**config.mk**
```make
export PLATFORM = sky130hd
export DESIGN_NAME = switch_monitor
export DESIGN_NICKNAME = d
export VERILOG_FILES = /design/src/shared/switch_monitor_pkg.sv /design/src/hw/interval_timer.sv /design/src/hw/sense_sync.sv /design/src/hw/switch_monitor.sv
export VERILOG_INCLUDE_DIRS = /design/src /design/src/shared
export SDC_FILE = /design/constraint.sdc
export NUM_CORES = 1
export LEC_CHECK = 0
export BUFFER_PORTS_ARGS = -buffer_cell sky130_fd_sc_hd__buf_2
export CORE_MARGIN = 3
export CORE_UTILIZATION = 35
export CTS_BUF_LIST = sky130_fd_sc_hd__clkbuf_4 sky130_fd_sc_hd__clkbuf_8
export CTS_CLUSTER_DIAMETER = 50
export DETAILED_ROUTE_END_ITERATION = 16
export GPL_TIMING_DRIVEN = 0
export PLACE_DENSITY_LB_ADDON = 0.1
export SLEW_MARGIN = 20
export SYNTH_ARGS = -nofsm -noshare
export SYNTH_HDL_FRONTEND = slang
export SYNTH_SLANG_ARGS = --single-unit
```
**constraint.sdc**
```tcl
create_clock -name ref_clk -period 6.12 [get_ports ref_clk]
set_clock_uncertainty 0.2 [all_clocks]
set_input_delay 0.612 -clock ref_clk [delete_from_list [all_inputs] [get_ports ref_clk]]
set_output_delay 0.612 -clock ref_clk [all_outputs]
set_load 0.01 [all_outputs]
```
**src/shared/switch_monitor_regs.svh**
```systemverilog
/*
  Constants of the switch monitor: register offsets, field positions,
  reset values, command codes and timing figures.
  Assumes a 100 MHz ref_clk and byte addresses on an 8-bit APB paddr.
*/
//
// Contract
// - capture serial input on each rising serial clock while selected
// - shifted word becomes active command only at select release
// - serial output high impedance while deselected, driven once selected
// - open switch reads zero, closed switch reads one
// - select fall presents bit 15; each later clock fall the next bit
// - command and status both shift most significant bit first
// - polling master runs oscillator and wakes slave via poll sync
// - normal mode interrupts on any switch open/closed change
// - interrupt and flag latched at select fall; flag is inverse pin level
// - interrupt cleared on every select rise; code keeps it pending if an event came during the frame or at the rise
// - polling modes show interrupt only during sampling on-time
// - reset pin clears registers, timers, enters sleep, inputs high-Z
// - power-up clears all registers and starts in sleep; code resets the APB control sync bit to 1
// - sleep by command or reset pin; left only by run, tri-state, metallic
// - run command sets each programmable input to battery (1) or ground (0)
// - normal mode keeps sense currents on; status captured at select fall
// - normal mode enables high wetting current after crossing, off after 20 ms
// - polling continues while all open; closure interrupts and enters normal
// - timer polling: closure interrupts, goes normal; timer expiry interrupts, stays
// - tri-state disables inputs and comparators; status reads all zero; code still shows the master strap in bit 14
// - returned status reflects previously activated command or reset
// - top four command bits select command; other zero-top codes do nothing
// - run mode bits: 01 normal, 10 polling, 11 timer polling, 00 undefined
// - select rise activates word, then updates from switch inputs resume
`ifndef SWITCH_MONITOR_REGS_SVH
`define SWITCH_MONITOR_REGS_SVH

`define SM_ADDR_STATUS      8'h00
`define SM_ADDR_SWITCH      8'h04
`define SM_ADDR_COMMAND     8'h08
`define SM_ADDR_CONTROL     8'h0C
`define SM_CONTROL_RESET    1'h1
`define SM_CTRL_SYNC_BIT    0

`define SM_WORD_BITS        5'h10
`define SM_SW_INT_BIT       15
`define SM_SW_MS_BIT        14
`define SM_SW_MODE_MSB      13
`define SM_SW_MODE_LSB      12

`define SM_CMD_OP_MSB       15
`define SM_CMD_OP_LSB       12
`define SM_CMD_SLEEP        4'h0
`define SM_CMD_RUN          4'h1
`define SM_CMD_TRISTATE     4'h3
`define SM_CMD_METALLIC     4'h5
`define SM_RUN_MODE_MSB     11
`define SM_RUN_MODE_LSB     10
`define SM_RUN_NORMAL       2'h1
`define SM_RUN_POLL         2'h2
`define SM_RUN_POLL_TIMER   2'h3

`define SM_CLK_KHZ          100000
`define SM_WET_TIME_MS      20
`define SM_POLL_ON_TIME_US  5100
`define SM_POLL_OFF_TIME_MS 15
`define SM_WAKE_TIME_MS     2400

`endif

```
**src/shared/switch_monitor_pkg.sv**
```systemverilog
/*
  Types of the switch monitor: operating modes and the core state record.
  Assumes nothing beyond a SystemVerilog tool.
*/
package switch_monitor_pkg;

  typedef enum logic [2:0] {
    mode_sleep,
    mode_normal,
    mode_poll,
    mode_poll_timer,
    mode_tristate
  } mode_type;

  typedef struct packed {
    mode_type     mode;
    logic         poll_on;
    logic         psync_d;
    logic         cs_d;
    logic         sclk_d;
    logic [15:0]  rx;
    logic [15:0]  tx;
    logic [4:0]   bit_cnt;
    logic         int_pend;
    logic         int_late;
    logic         int_flag;
    logic [11:0]  closed_q;
    logic [11:0]  wet;
    logic [3:0]   prog_bat;
    logic [11:0]  metal;
    logic [15:0]  cmd;
    logic         ms_strap;
    logic [1:0]   strap_cnt;
    logic         sync_en;
    logic         ack;
    logic         slverr;
    logic [31:0]  rdata;
  } core_state_type;

endpackage : switch_monitor_pkg

```
**src/hw/interval_timer.sv**
```systemverilog
/*
  One-shot down counter: start loads a count, done pulses once at expiry.
  Assumes load is at least one; stop wins over start.
*/
`timescale 1ns/1ps
`default_nettype none

module interval_timer #(
  parameter int unsigned WIDTH = 32
) (
  // clock and reset
  input  wire logic             ref_clk,
  input  wire logic             rst_n,
  // control
  input  wire logic             start,
  input  wire logic             stop,
  input  wire logic [WIDTH-1:0] load,
  // status
  output logic                  busy,
  output logic                  done
);

  typedef struct packed {
    logic [WIDTH-1:0] cnt;
    logic             busy;
    logic             done;
  } timer_state_type;

  timer_state_type q;
  timer_state_type d;

  always_comb begin
    d      = q;
    d.done = 1'b0;
    if (stop) begin
      d.busy = 1'b0;
    end else if (start) begin
      d.cnt  = load - 1'b1;
      d.busy = 1'b1;
    end else if (q.busy) begin
      if (q.cnt == '0) begin
        d.busy = 1'b0;
        d.done = 1'b1;
      end else begin
        d.cnt = q.cnt - 1'b1;
      end
    end
  end

  always_ff @(posedge ref_clk) begin
    if (!rst_n) begin
      q <= '0;
    end else begin
      q <= d;
    end
  end

  assign busy = q.busy;
  assign done = q.done;

endmodule : interval_timer

`default_nettype wire

```
**src/hw/sense_sync.sv**
```systemverilog
/*
  Two-stage synchroniser for a bundle of asynchronous pins.
  Assumes each bit is an independent level; no bus coherence is given.
*/
`timescale 1ns/1ps
`default_nettype none

module sense_sync #(
  parameter int unsigned   WIDTH     = 18,
  parameter logic [WIDTH-1:0] RESET_VAL = '0
) (
  // clock and reset
  input  wire logic             ref_clk,
  input  wire logic             rst_n,
  // pins in, synchronised out
  input  wire logic [WIDTH-1:0] pins,
  output logic      [WIDTH-1:0] synced
);

  typedef struct packed {
    logic [WIDTH-1:0] stage1;
    logic [WIDTH-1:0] stage2;
  } sync_state_type;

  sync_state_type q;
  sync_state_type d;

  always_comb begin
    d        = q;
    d.stage1 = pins;
    d.stage2 = q.stage1;
  end

  always_ff @(posedge ref_clk) begin
    if (!rst_n) begin
      q <= '{stage1: RESET_VAL, stage2: RESET_VAL};
    end else begin
      q <= d;
    end
  end

  assign synced = q.stage2;

endmodule : sense_sync

`default_nettype wire

```
**src/hw/switch_monitor.sv**
```systemverilog
/*
  Switch monitor control: SPI slave, operating modes, interrupt,
  polling with master/slave sync, wetting timer and APB status registers.
  Assumes analogue comparators and current sources outside; all pins
  are asynchronous to ref_clk and the serial clock is far below it.
*/
`timescale 1ns/1ps
`default_nettype none
`include "switch_monitor_regs.svh"

module switch_monitor #(
  parameter int unsigned WET_CYCLES      = `SM_WET_TIME_MS * `SM_CLK_KHZ,
  parameter int unsigned POLL_ON_CYCLES  = `SM_POLL_ON_TIME_US * (`SM_CLK_KHZ / 1000),
  parameter int unsigned POLL_OFF_CYCLES = `SM_POLL_OFF_TIME_MS * `SM_CLK_KHZ,
  parameter int unsigned WAKE_CYCLES     = `SM_WAKE_TIME_MS * `SM_CLK_KHZ
) (
  // clock and reset
  input  wire logic        ref_clk,
  input  wire logic        rst_n,
  // apb slave
  input  wire logic        psel,
  input  wire logic        penable,
  input  wire logic        pwrite,
  input  wire logic [7:0]  paddr,
  input  wire logic [31:0] pwdata,
  output logic      [31:0] prdata,
  output logic             pready,
  output logic             pslverr,
  // spi pins
  input  wire logic        chip_select_n,
  input  wire logic        serial_clk,
  input  wire logic        serial_in,
  output logic             serial_out,
  output logic             serial_out_oe_n,
  // control pins
  input  wire logic        reset_n,
  input  wire logic        master_slave_select,
  input  wire logic        poll_sync_in,
  output logic             poll_sync_out,
  output logic             interrupt_n_out,
  output logic             interrupt_n_oe_n,
  // analogue front end
  input  wire logic [11:0] sense_compare,
  output logic      [11:0] sense_enable,
  output logic      [11:0] wetting_high,
  output logic      [3:0]  prog_to_battery,
  output logic      [11:0] metallic_select,
  output logic             osc_run
);

  ////////////////////////////////////////////////////////////////////////////
  // pin synchronisers

  localparam int unsigned PINS = 18;
  localparam logic [PINS-1:0] PIN_RESET = 18'h00009;

  logic [PINS-1:0] pin_sync;

  sense_sync #(
    .WIDTH     (PINS),
    .RESET_VAL (PIN_RESET)
  ) u_sync (
    .ref_clk (ref_clk),
    .rst_n   (rst_n),
    .pins    ({sense_compare, poll_sync_in, master_slave_select,
               reset_n, serial_in, serial_clk, chip_select_n}),
    .synced  (pin_sync)
  );

  logic        cs_n_s;
  logic        sclk_s;
  logic        si_s;
  logic        rpin_n_s;
  logic        ms_s;
  logic        psync_s;
  logic [11:0] cmp_s;

  assign cs_n_s   = pin_sync[0];
  assign sclk_s   = pin_sync[1];
  assign si_s     = pin_sync[2];
  assign rpin_n_s = pin_sync[3];
  assign ms_s     = pin_sync[4];
  assign psync_s  = pin_sync[5];
  assign cmp_s    = pin_sync[17:6];

  ////////////////////////////////////////////////////////////////////////////
  // state

  localparam switch_monitor_pkg::core_state_type RESET_STATE = '{
    cs_d    : 1'b1,
    sync_en : `SM_CONTROL_RESET,
    mode    : switch_monitor_pkg::mode_sleep,
    default : '0
  };

  switch_monitor_pkg::core_state_type q;
  switch_monitor_pkg::core_state_type d;

  // two-bit mode code carried in the status word
  function automatic logic [1:0] mode_code(input switch_monitor_pkg::mode_type m);
    case (m)
      switch_monitor_pkg::mode_normal:     mode_code = `SM_RUN_NORMAL;
      switch_monitor_pkg::mode_poll:       mode_code = `SM_RUN_POLL;
      switch_monitor_pkg::mode_poll_timer: mode_code = `SM_RUN_POLL_TIMER;
      default:                             mode_code = 2'h0;
    endcase
  endfunction : mode_code

  function automatic logic is_poll(input switch_monitor_pkg::mode_type m);
    is_poll = (m == switch_monitor_pkg::mode_poll) ||
              (m == switch_monitor_pkg::mode_poll_timer);
  endfunction : is_poll

  ////////////////////////////////////////////////////////////////////////////
  // timers

  // timer 0 paces the polling phases, 1 is the wake-up interrupt, 2 the wetting pulse
  logic [2:0]  tmr_start;
  logic [2:0]  tmr_stop;
  logic [2:0]  tmr_busy;
  logic [2:0]  tmr_done;
  logic [31:0] tmr_load [3];

  for (genvar i = 0; i < 3; i++) begin : g_tmr
    interval_timer #(.WIDTH(32)) u_tmr (
      .ref_clk (ref_clk),
      .rst_n   (rst_n),
      .start   (tmr_start[i]),
      .stop    (tmr_stop[i]),
      .load    (tmr_load[i]),
      .busy    (tmr_busy[i]),
      .done    (tmr_done[i])
    );
  end

  ////////////////////////////////////////////////////////////////////////////
  // sensing

  logic        is_master;
  logic        normal;
  logic        polling;
  logic        sensing;
  logic [11:0] decoded;
  logic [11:0] closed_live;
  logic [11:0] report;
  logic        int_act;
  logic        cs_fall;
  logic        cs_rise;
  logic        sclk_rise;
  logic        sclk_fall;
  logic        slave_end;

  assign is_master = q.ms_strap;
  assign normal    = (q.mode == switch_monitor_pkg::mode_normal);
  assign polling   = is_poll(q.mode);
  assign sensing   = normal | q.poll_on;

  // ground inputs close low, battery inputs close high
  assign decoded = {~cmp_s[11:6], cmp_s[5:2] ~^ q.prog_bat, cmp_s[1:0]};
  assign closed_live = sensing ? decoded : 12'h000;
  // polling reports the last sample; sleep and tri-state read zero
  assign report = normal ? closed_live : (polling ? q.closed_q : 12'h000);

  // pin level is frozen at select fall for the whole frame
  assign int_act = q.cs_d ? (q.int_pend & (normal | q.poll_on)) : q.int_flag;

  assign cs_fall   = q.cs_d & ~cs_n_s;
  assign cs_rise   = ~q.cs_d & cs_n_s;
  assign sclk_rise = ~q.sclk_d & sclk_s & ~cs_n_s & ~q.cs_d;
  assign sclk_fall = q.sclk_d & ~sclk_s & ~cs_n_s & ~q.cs_d;
  assign slave_end = q.psync_d & ~psync_s;

  // master alternates off and on phases; a slave follows poll sync
  assign tmr_stop[0]  = ~polling | ~is_master | ~rpin_n_s;
  assign tmr_start[0] = ~tmr_busy[0];
  assign tmr_load[0]  = (q.poll_on ^ tmr_done[0]) ? POLL_ON_CYCLES : POLL_OFF_CYCLES;
  assign tmr_stop[1]  = (q.mode != switch_monitor_pkg::mode_poll_timer) | ~rpin_n_s;
  assign tmr_start[1] = ~tmr_busy[1];
  assign tmr_load[1]  = WAKE_CYCLES;
  assign tmr_stop[2]  = ~normal | ~rpin_n_s;
  assign tmr_start[2] = normal & |(closed_live & ~q.closed_q);
  assign tmr_load[2]  = WET_CYCLES;

  ////////////////////////////////////////////////////////////////////////////
  // next state

  always_comb begin
    logic        int_event;
    logic [3:0]  op;
    logic [1:0]  run;
    int_event = 1'b0;
    op        = q.rx[`SM_CMD_OP_MSB:`SM_CMD_OP_LSB];
    run       = q.rx[`SM_RUN_MODE_MSB:`SM_RUN_MODE_LSB];
    d         = q;
    d.cs_d    = cs_n_s;
    d.sclk_d  = sclk_s;
    d.psync_d = psync_s;

    // strap follows the pin until the synchroniser holds a true sample
    if (q.strap_cnt != 2'h3) begin
      d.ms_strap  = ms_s;
      d.strap_cnt = q.strap_cnt + 2'h1;
    end

    // normal mode: any change interrupts, new closures wet high
    if (normal) begin
      if (closed_live != q.closed_q) begin
        int_event = 1'b1;
      end
      // a closure in the expiry cycle keeps its high current
      d.wet      = (tmr_done[2] ? 12'h000 : q.wet) | (closed_live & ~q.closed_q);
      d.closed_q = closed_live;
    end else begin
      d.wet = 12'h000;
    end

    // polling window and sample
    if (polling) begin
      d.poll_on = is_master ? (q.poll_on ^ tmr_done[0]) : psync_s;
      if ((is_master & tmr_done[0] & q.poll_on) | (~is_master & slave_end)) begin
        d.closed_q = decoded;
        if (|decoded) begin
          int_event = 1'b1;
          d.mode    = switch_monitor_pkg::mode_normal;
          d.poll_on = 1'b0;
        end
      end
      int_event = int_event | tmr_done[1];
    end else begin
      d.poll_on = 1'b0;
    end

    // serial shifting
    if (cs_fall) begin
      d.tx       = {int_act, q.ms_strap, mode_code(q.mode), report};
      d.int_flag = q.int_pend & (normal | q.poll_on);
      d.bit_cnt  = 5'h00;
      d.rx       = 16'h0000;
    end
    if (sclk_rise) begin
      d.rx = {q.rx[14:0], si_s};
      if (q.bit_cnt != 5'h1F) begin
        d.bit_cnt = q.bit_cnt + 5'h01;
      end
    end
    if (sclk_fall) begin
      d.tx = {q.tx[14:0], 1'b0};
    end

    // interrupt: an event never loses to the clear at select rise
    if (int_event) begin
      d.int_pend = 1'b1;
      if (!q.cs_d) begin
        d.int_late = 1'b1;
      end
    end
    if (cs_rise) begin
      d.int_pend = int_event | q.int_late;
      d.int_late = 1'b0;
      d.int_flag = 1'b0;
    end

    // command takes effect only on a full word at select rise
    if (cs_rise && q.bit_cnt == `SM_WORD_BITS) begin
      case (op)
        `SM_CMD_SLEEP: begin
          d.mode = switch_monitor_pkg::mode_sleep;
          d.cmd  = q.rx;
        end
        `SM_CMD_RUN: begin
          d.cmd      = q.rx;
          d.prog_bat = q.rx[3:0];
          case (run)
            `SM_RUN_NORMAL:     d.mode = switch_monitor_pkg::mode_normal;
            `SM_RUN_POLL:       d.mode = switch_monitor_pkg::mode_poll;
            `SM_RUN_POLL_TIMER: d.mode = switch_monitor_pkg::mode_poll_timer;
            default:            d.mode = q.mode;
          endcase
        end
        `SM_CMD_TRISTATE: begin
          d.mode = switch_monitor_pkg::mode_tristate;
          d.cmd  = q.rx;
        end
        `SM_CMD_METALLIC: begin
          d.metal = q.rx[11:0];
          d.cmd   = q.rx;
          if (q.mode == switch_monitor_pkg::mode_sleep) begin
            d.mode = switch_monitor_pkg::mode_normal;
          end
        end
        default: d.mode = q.mode;
      endcase
    end

    // reset pin: back to sleep with receive, interrupt, switch and command state cleared
    if (!rpin_n_s) begin
      d.mode     = switch_monitor_pkg::mode_sleep;
      d.poll_on  = 1'b0;
      d.rx       = 16'h0000;
      d.bit_cnt  = 5'h00;
      d.int_pend = 1'b0;
      d.int_late = 1'b0;
      d.int_flag = 1'b0;
      d.closed_q = 12'h000;
      d.wet      = 12'h000;
      d.prog_bat = 4'h0;
      d.metal    = 12'h000;
      d.cmd      = 16'h0000;
    end

    // apb: answer in the first access cycle
    d.ack    = psel & ~penable;
    d.slverr = 1'b0;
    if (psel && !penable) begin
      case (paddr)
        `SM_ADDR_STATUS:  d.rdata = {25'h0000000, q.poll_on, q.ms_strap, int_act,
                                     q.int_pend, q.mode};
        `SM_ADDR_SWITCH:  d.rdata = {20'h00000, report};
        `SM_ADDR_COMMAND: d.rdata = {16'h0000, q.cmd};
        `SM_ADDR_CONTROL: d.rdata = {31'h00000000, q.sync_en};
        default: begin
          d.rdata  = 32'h00000000;
          d.slverr = 1'b1;
        end
      endcase
    end
    if (psel && penable && q.ack && pwrite && paddr == `SM_ADDR_CONTROL) begin
      d.sync_en = pwdata[`SM_CTRL_SYNC_BIT];
    end
  end

  always_ff @(posedge ref_clk) begin
    if (!rst_n) begin
      q <= RESET_STATE;
    end else begin
      q <= d;
    end
  end

  ////////////////////////////////////////////////////////////////////////////
  // outputs

  assign prdata  = q.rdata;
  assign pready  = q.ack;
  assign pslverr = q.ack & q.slverr;

  assign serial_out      = q.tx[15];
  assign serial_out_oe_n = q.cs_d;

  // open drain: only ever pulls low
  assign interrupt_n_out  = 1'b0;
  assign interrupt_n_oe_n = ~int_act;

  assign poll_sync_out   = is_master & q.poll_on & q.sync_en;
  assign sense_enable    = sensing ? 12'hFFF : 12'h000;
  assign wetting_high    = q.wet;
  assign prog_to_battery = q.prog_bat;
  assign metallic_select = q.metal;
  // a slave stops its oscillator between sync windows
  assign osc_run = (q.mode != switch_monitor_pkg::mode_sleep) &
                   (~polling | is_master | q.poll_on | psync_s);

endmodule : switch_monitor

`default_nettype wire

```
==> reports/metrics.cfg <==
[run_status]
status=finished clean

[grt]
grt_pass1_vias=11420
grt_use_total_pct=20.52
grt_max_degree=18
antenna_found_initial=0
grt_pass1_wl_um=64080
overflow=0

[cts]
cts_tree=yes
cts_buffers=51
cts_setup_buffers=0
cts_buffer_depth=3
path_clk_slew_ns=0.06
clock_latency_ns=0.63
cts_max_level=2
numClockSinks=263
root_buffer=clkbuf_8
holdBufCountCts=19
cts_resized=0

[detailed_routing]
vias=11810
wl_um=40130
drc=0
viasPerCell=5.421
dr.pass1.iters=5
wl_met3_um=2103
met2_length_um=18780
drtIter0Drc=810
routedWlPerCell_um=18.42
wl_met1_um=18200
final_antenna_net_count=0
top_layer_used=met4

[synthesis]
synth_seq_cells=263
ys.flop_type=dfxtp_1
ys.warnings.count=0
synthMuxAreaShare_pct=4.008
synthTopCellsByArea=dfxtp_1, nor2_1, buf_4
synthXorXnorAreaFrac_pct=0.7509
synth_top_area_share_pct=41.03
synth_top_family_by_area=simple AND/OR/NAND/NOR gates
syn_area_um2=12830
synthesis.area_per_instance_um2=8.565
synth_area_leader_cell=dfxtp_1
synthArstFlopShare_pct=0
synthSimpleGateAreaFrac_pct=25.15
synthDistinctLibCells=83
yosysSeqAreaShare_pct=41.03
synth_compound_area_share_pct=18.76
synth-edff-count=0
netlist_instances=1498
synth-adder-area-share_pct=1.950

[cells_and_area]
syn2layout_area_growth_pct=19.39
multi_input_area_um2=6578
final_common_cell=dfxtp_1
seqCellArea_um2=5265
diodes=0
fillers=3615
instances_no_fill=2178
final_cell_mix=dfxtp_1, nor2_1, buf_2, nand2_1, a21oi_1
nets=1764
drive_gt1_share_pct=18.58

[sta]
worst_pin_slew_ns=1.010
fin_setup_tns_ns=0
timing.final.crit_share_pct=82.49
fmax_mhz=198.1
max-slew-margin-rel_pct=32.07
slew_violations=0
grt_setup_unrepaired=false
setup_viol=0
hold_viol=0
period_needed_ns=5.048

[setup_path]
r2r_slack_ns=1.07
required_ns=6.48
critPathLaunchType=flip-flop
crit_fanout=17
endpoint_kind=flip-flop
criticalPathCategory=flip-flop to flip-flop
crit_end=g_tmr[2].u_tmr.q[15]$_SDFFE_PN0P_
critPathLaunch=q[138]$_SDFFE_PN0P_
cp.arrival_ns=5.40
reg2reg_to=g_tmr[2].u_tmr.q[15]$_SDFFE_PN0P_
r2r-start=q[138]$_SDFFE_PN0P_
r2r_cells=12

[floorplan]
core_area_um2=35830
start_util_pct=35.81
dieWidth_um=197.5
io_pins=143
die-area_um2=38990
die_h_um=197.5
rows=69

[place]
port_buffers=94
place_congestion=0.8349
dp_cells=2070
place_hpwl_um=28670

[hold_path]
whs_path_depth=4
hp-class=input pin to flip-flop

[power]
peakVddDrop_v=0.0001623
power_density_nw_per_um2=251.7
p_leak_uw=0.006350

[job]
cap_violations=0

## per-stage QoR
stage / hold WS [ns] / utilization (%) / total power, µW / setup WS (ns) / instance area [µm²]
6_report: 0.1630 / 42.76 / 3856 / 1.072 / 15320
5_1_grt: 0.1772 / 42.76 / 4009 / 0.7328 / 15320
4_1_cts: 0.1271 / 42.74 / 3914 / 1.084 / 15310
3_5_place_dp: 0.2013 / 38.95 / 1894 / 1.126 / 13960
3_3_place_gp: 0.2087 / 38.90 / 1893 / 1.168 / 13940
2_1_floorplan: 0.1863 / - / 1845 / 2.253 / 12890
## cells in the mapped netlist (all sizes together) (23+ instances only)
library cell / count
and2: 41
nand3: 66
a211oi: 30
nor4: 36
nor2: 155
nand2: 104
nor3: 43
a21oi: 87
dfxtp: 263
o21ai: 41
or3: 27
clkbuf: 74
or4: 23
mux2i: 48
inv: 31
buf: 94
## cells by family after synthesis
group	after synthesis
AOI/OAI and AO/OA	341
buffers and inverters	200
DFF	263
and+or+nand+nor	612
other	1
adders and majority gates	20
muxes	50
xor gates and xnor gates	11
## metal layers
layer | vias up | track usage (%)
li1 | 5795 | -
met1 | 5636 | 27.18
met2 | 312 | 33.79
met3 | 63 | 3.531
met4 | 0 | 7.286
met5 | - | 0
## where the power goes
group,total [µW],internal (µW),switching (µW)
registers,1740,1730,9.39
logic,128,47.7,80.0
clock network,1990,1210,780
total,3860,2990,870
## final cells by class
class                   count  share of cell area, %
plain buffers             168                  6.183
clock buffers              81                  6.583
clock inverters             8                  1.029
inverters                  32                 0.7841
multi-input cells        1051                  42.94
flip-flops and latches    263                  34.37
well taps                 461                  3.765
repair buffers            114                  4.345
## flip-flops by register name, indices dropped and copies added (netlist names)
signal            cells
metallic_select      12
serial_out_oe_n       1
prdata               16
wetting_high         12
g_tmr.u_tmr.q        96
q                    77
g_tmr.u_tmr.busy      3
pready                1
serial_out            1
prog_to_battery       4
g_tmr.u_tmr.done      3
u_sync.synced        18
is_master             1
u_sync.d             18
## critical path: stages, from the launching register on
cell	delay (ns)
dfxtp_1	0.39
nor3b_2	0.28
nor2_1	0.60
inv_1	0.50
and2_1	0.31
ha_1	0.19
or4_1	0.55
nor3_2	0.55
a21o_1	0.20
clkbuf_1	0.35
clkbuf_1	0.52
o21ai_0	0.18
a21oi_1	0.14
## worst min path at each step
stage / from / to
after floorplan: u_sync.d[0]$_SDFF_PN1_ / u_sync.synced[0]$_SDFF_PN1_
after global placement: u_sync.d[0]$_SDFF_PN1_ / u_sync.synced[0]$_SDFF_PN1_
after detailed placement: u_sync.d[0]$_SDFF_PN1_ / u_sync.synced[0]$_SDFF_PN1_
after CTS: paddr[0] / q[32]$_SDFF_PN0_
after global routing: paddr[0] / q[32]$_SDFF_PN0_
final: paddr[0] / q[32]$_SDFF_PN0_
Power figures use the tool's default switching activity.
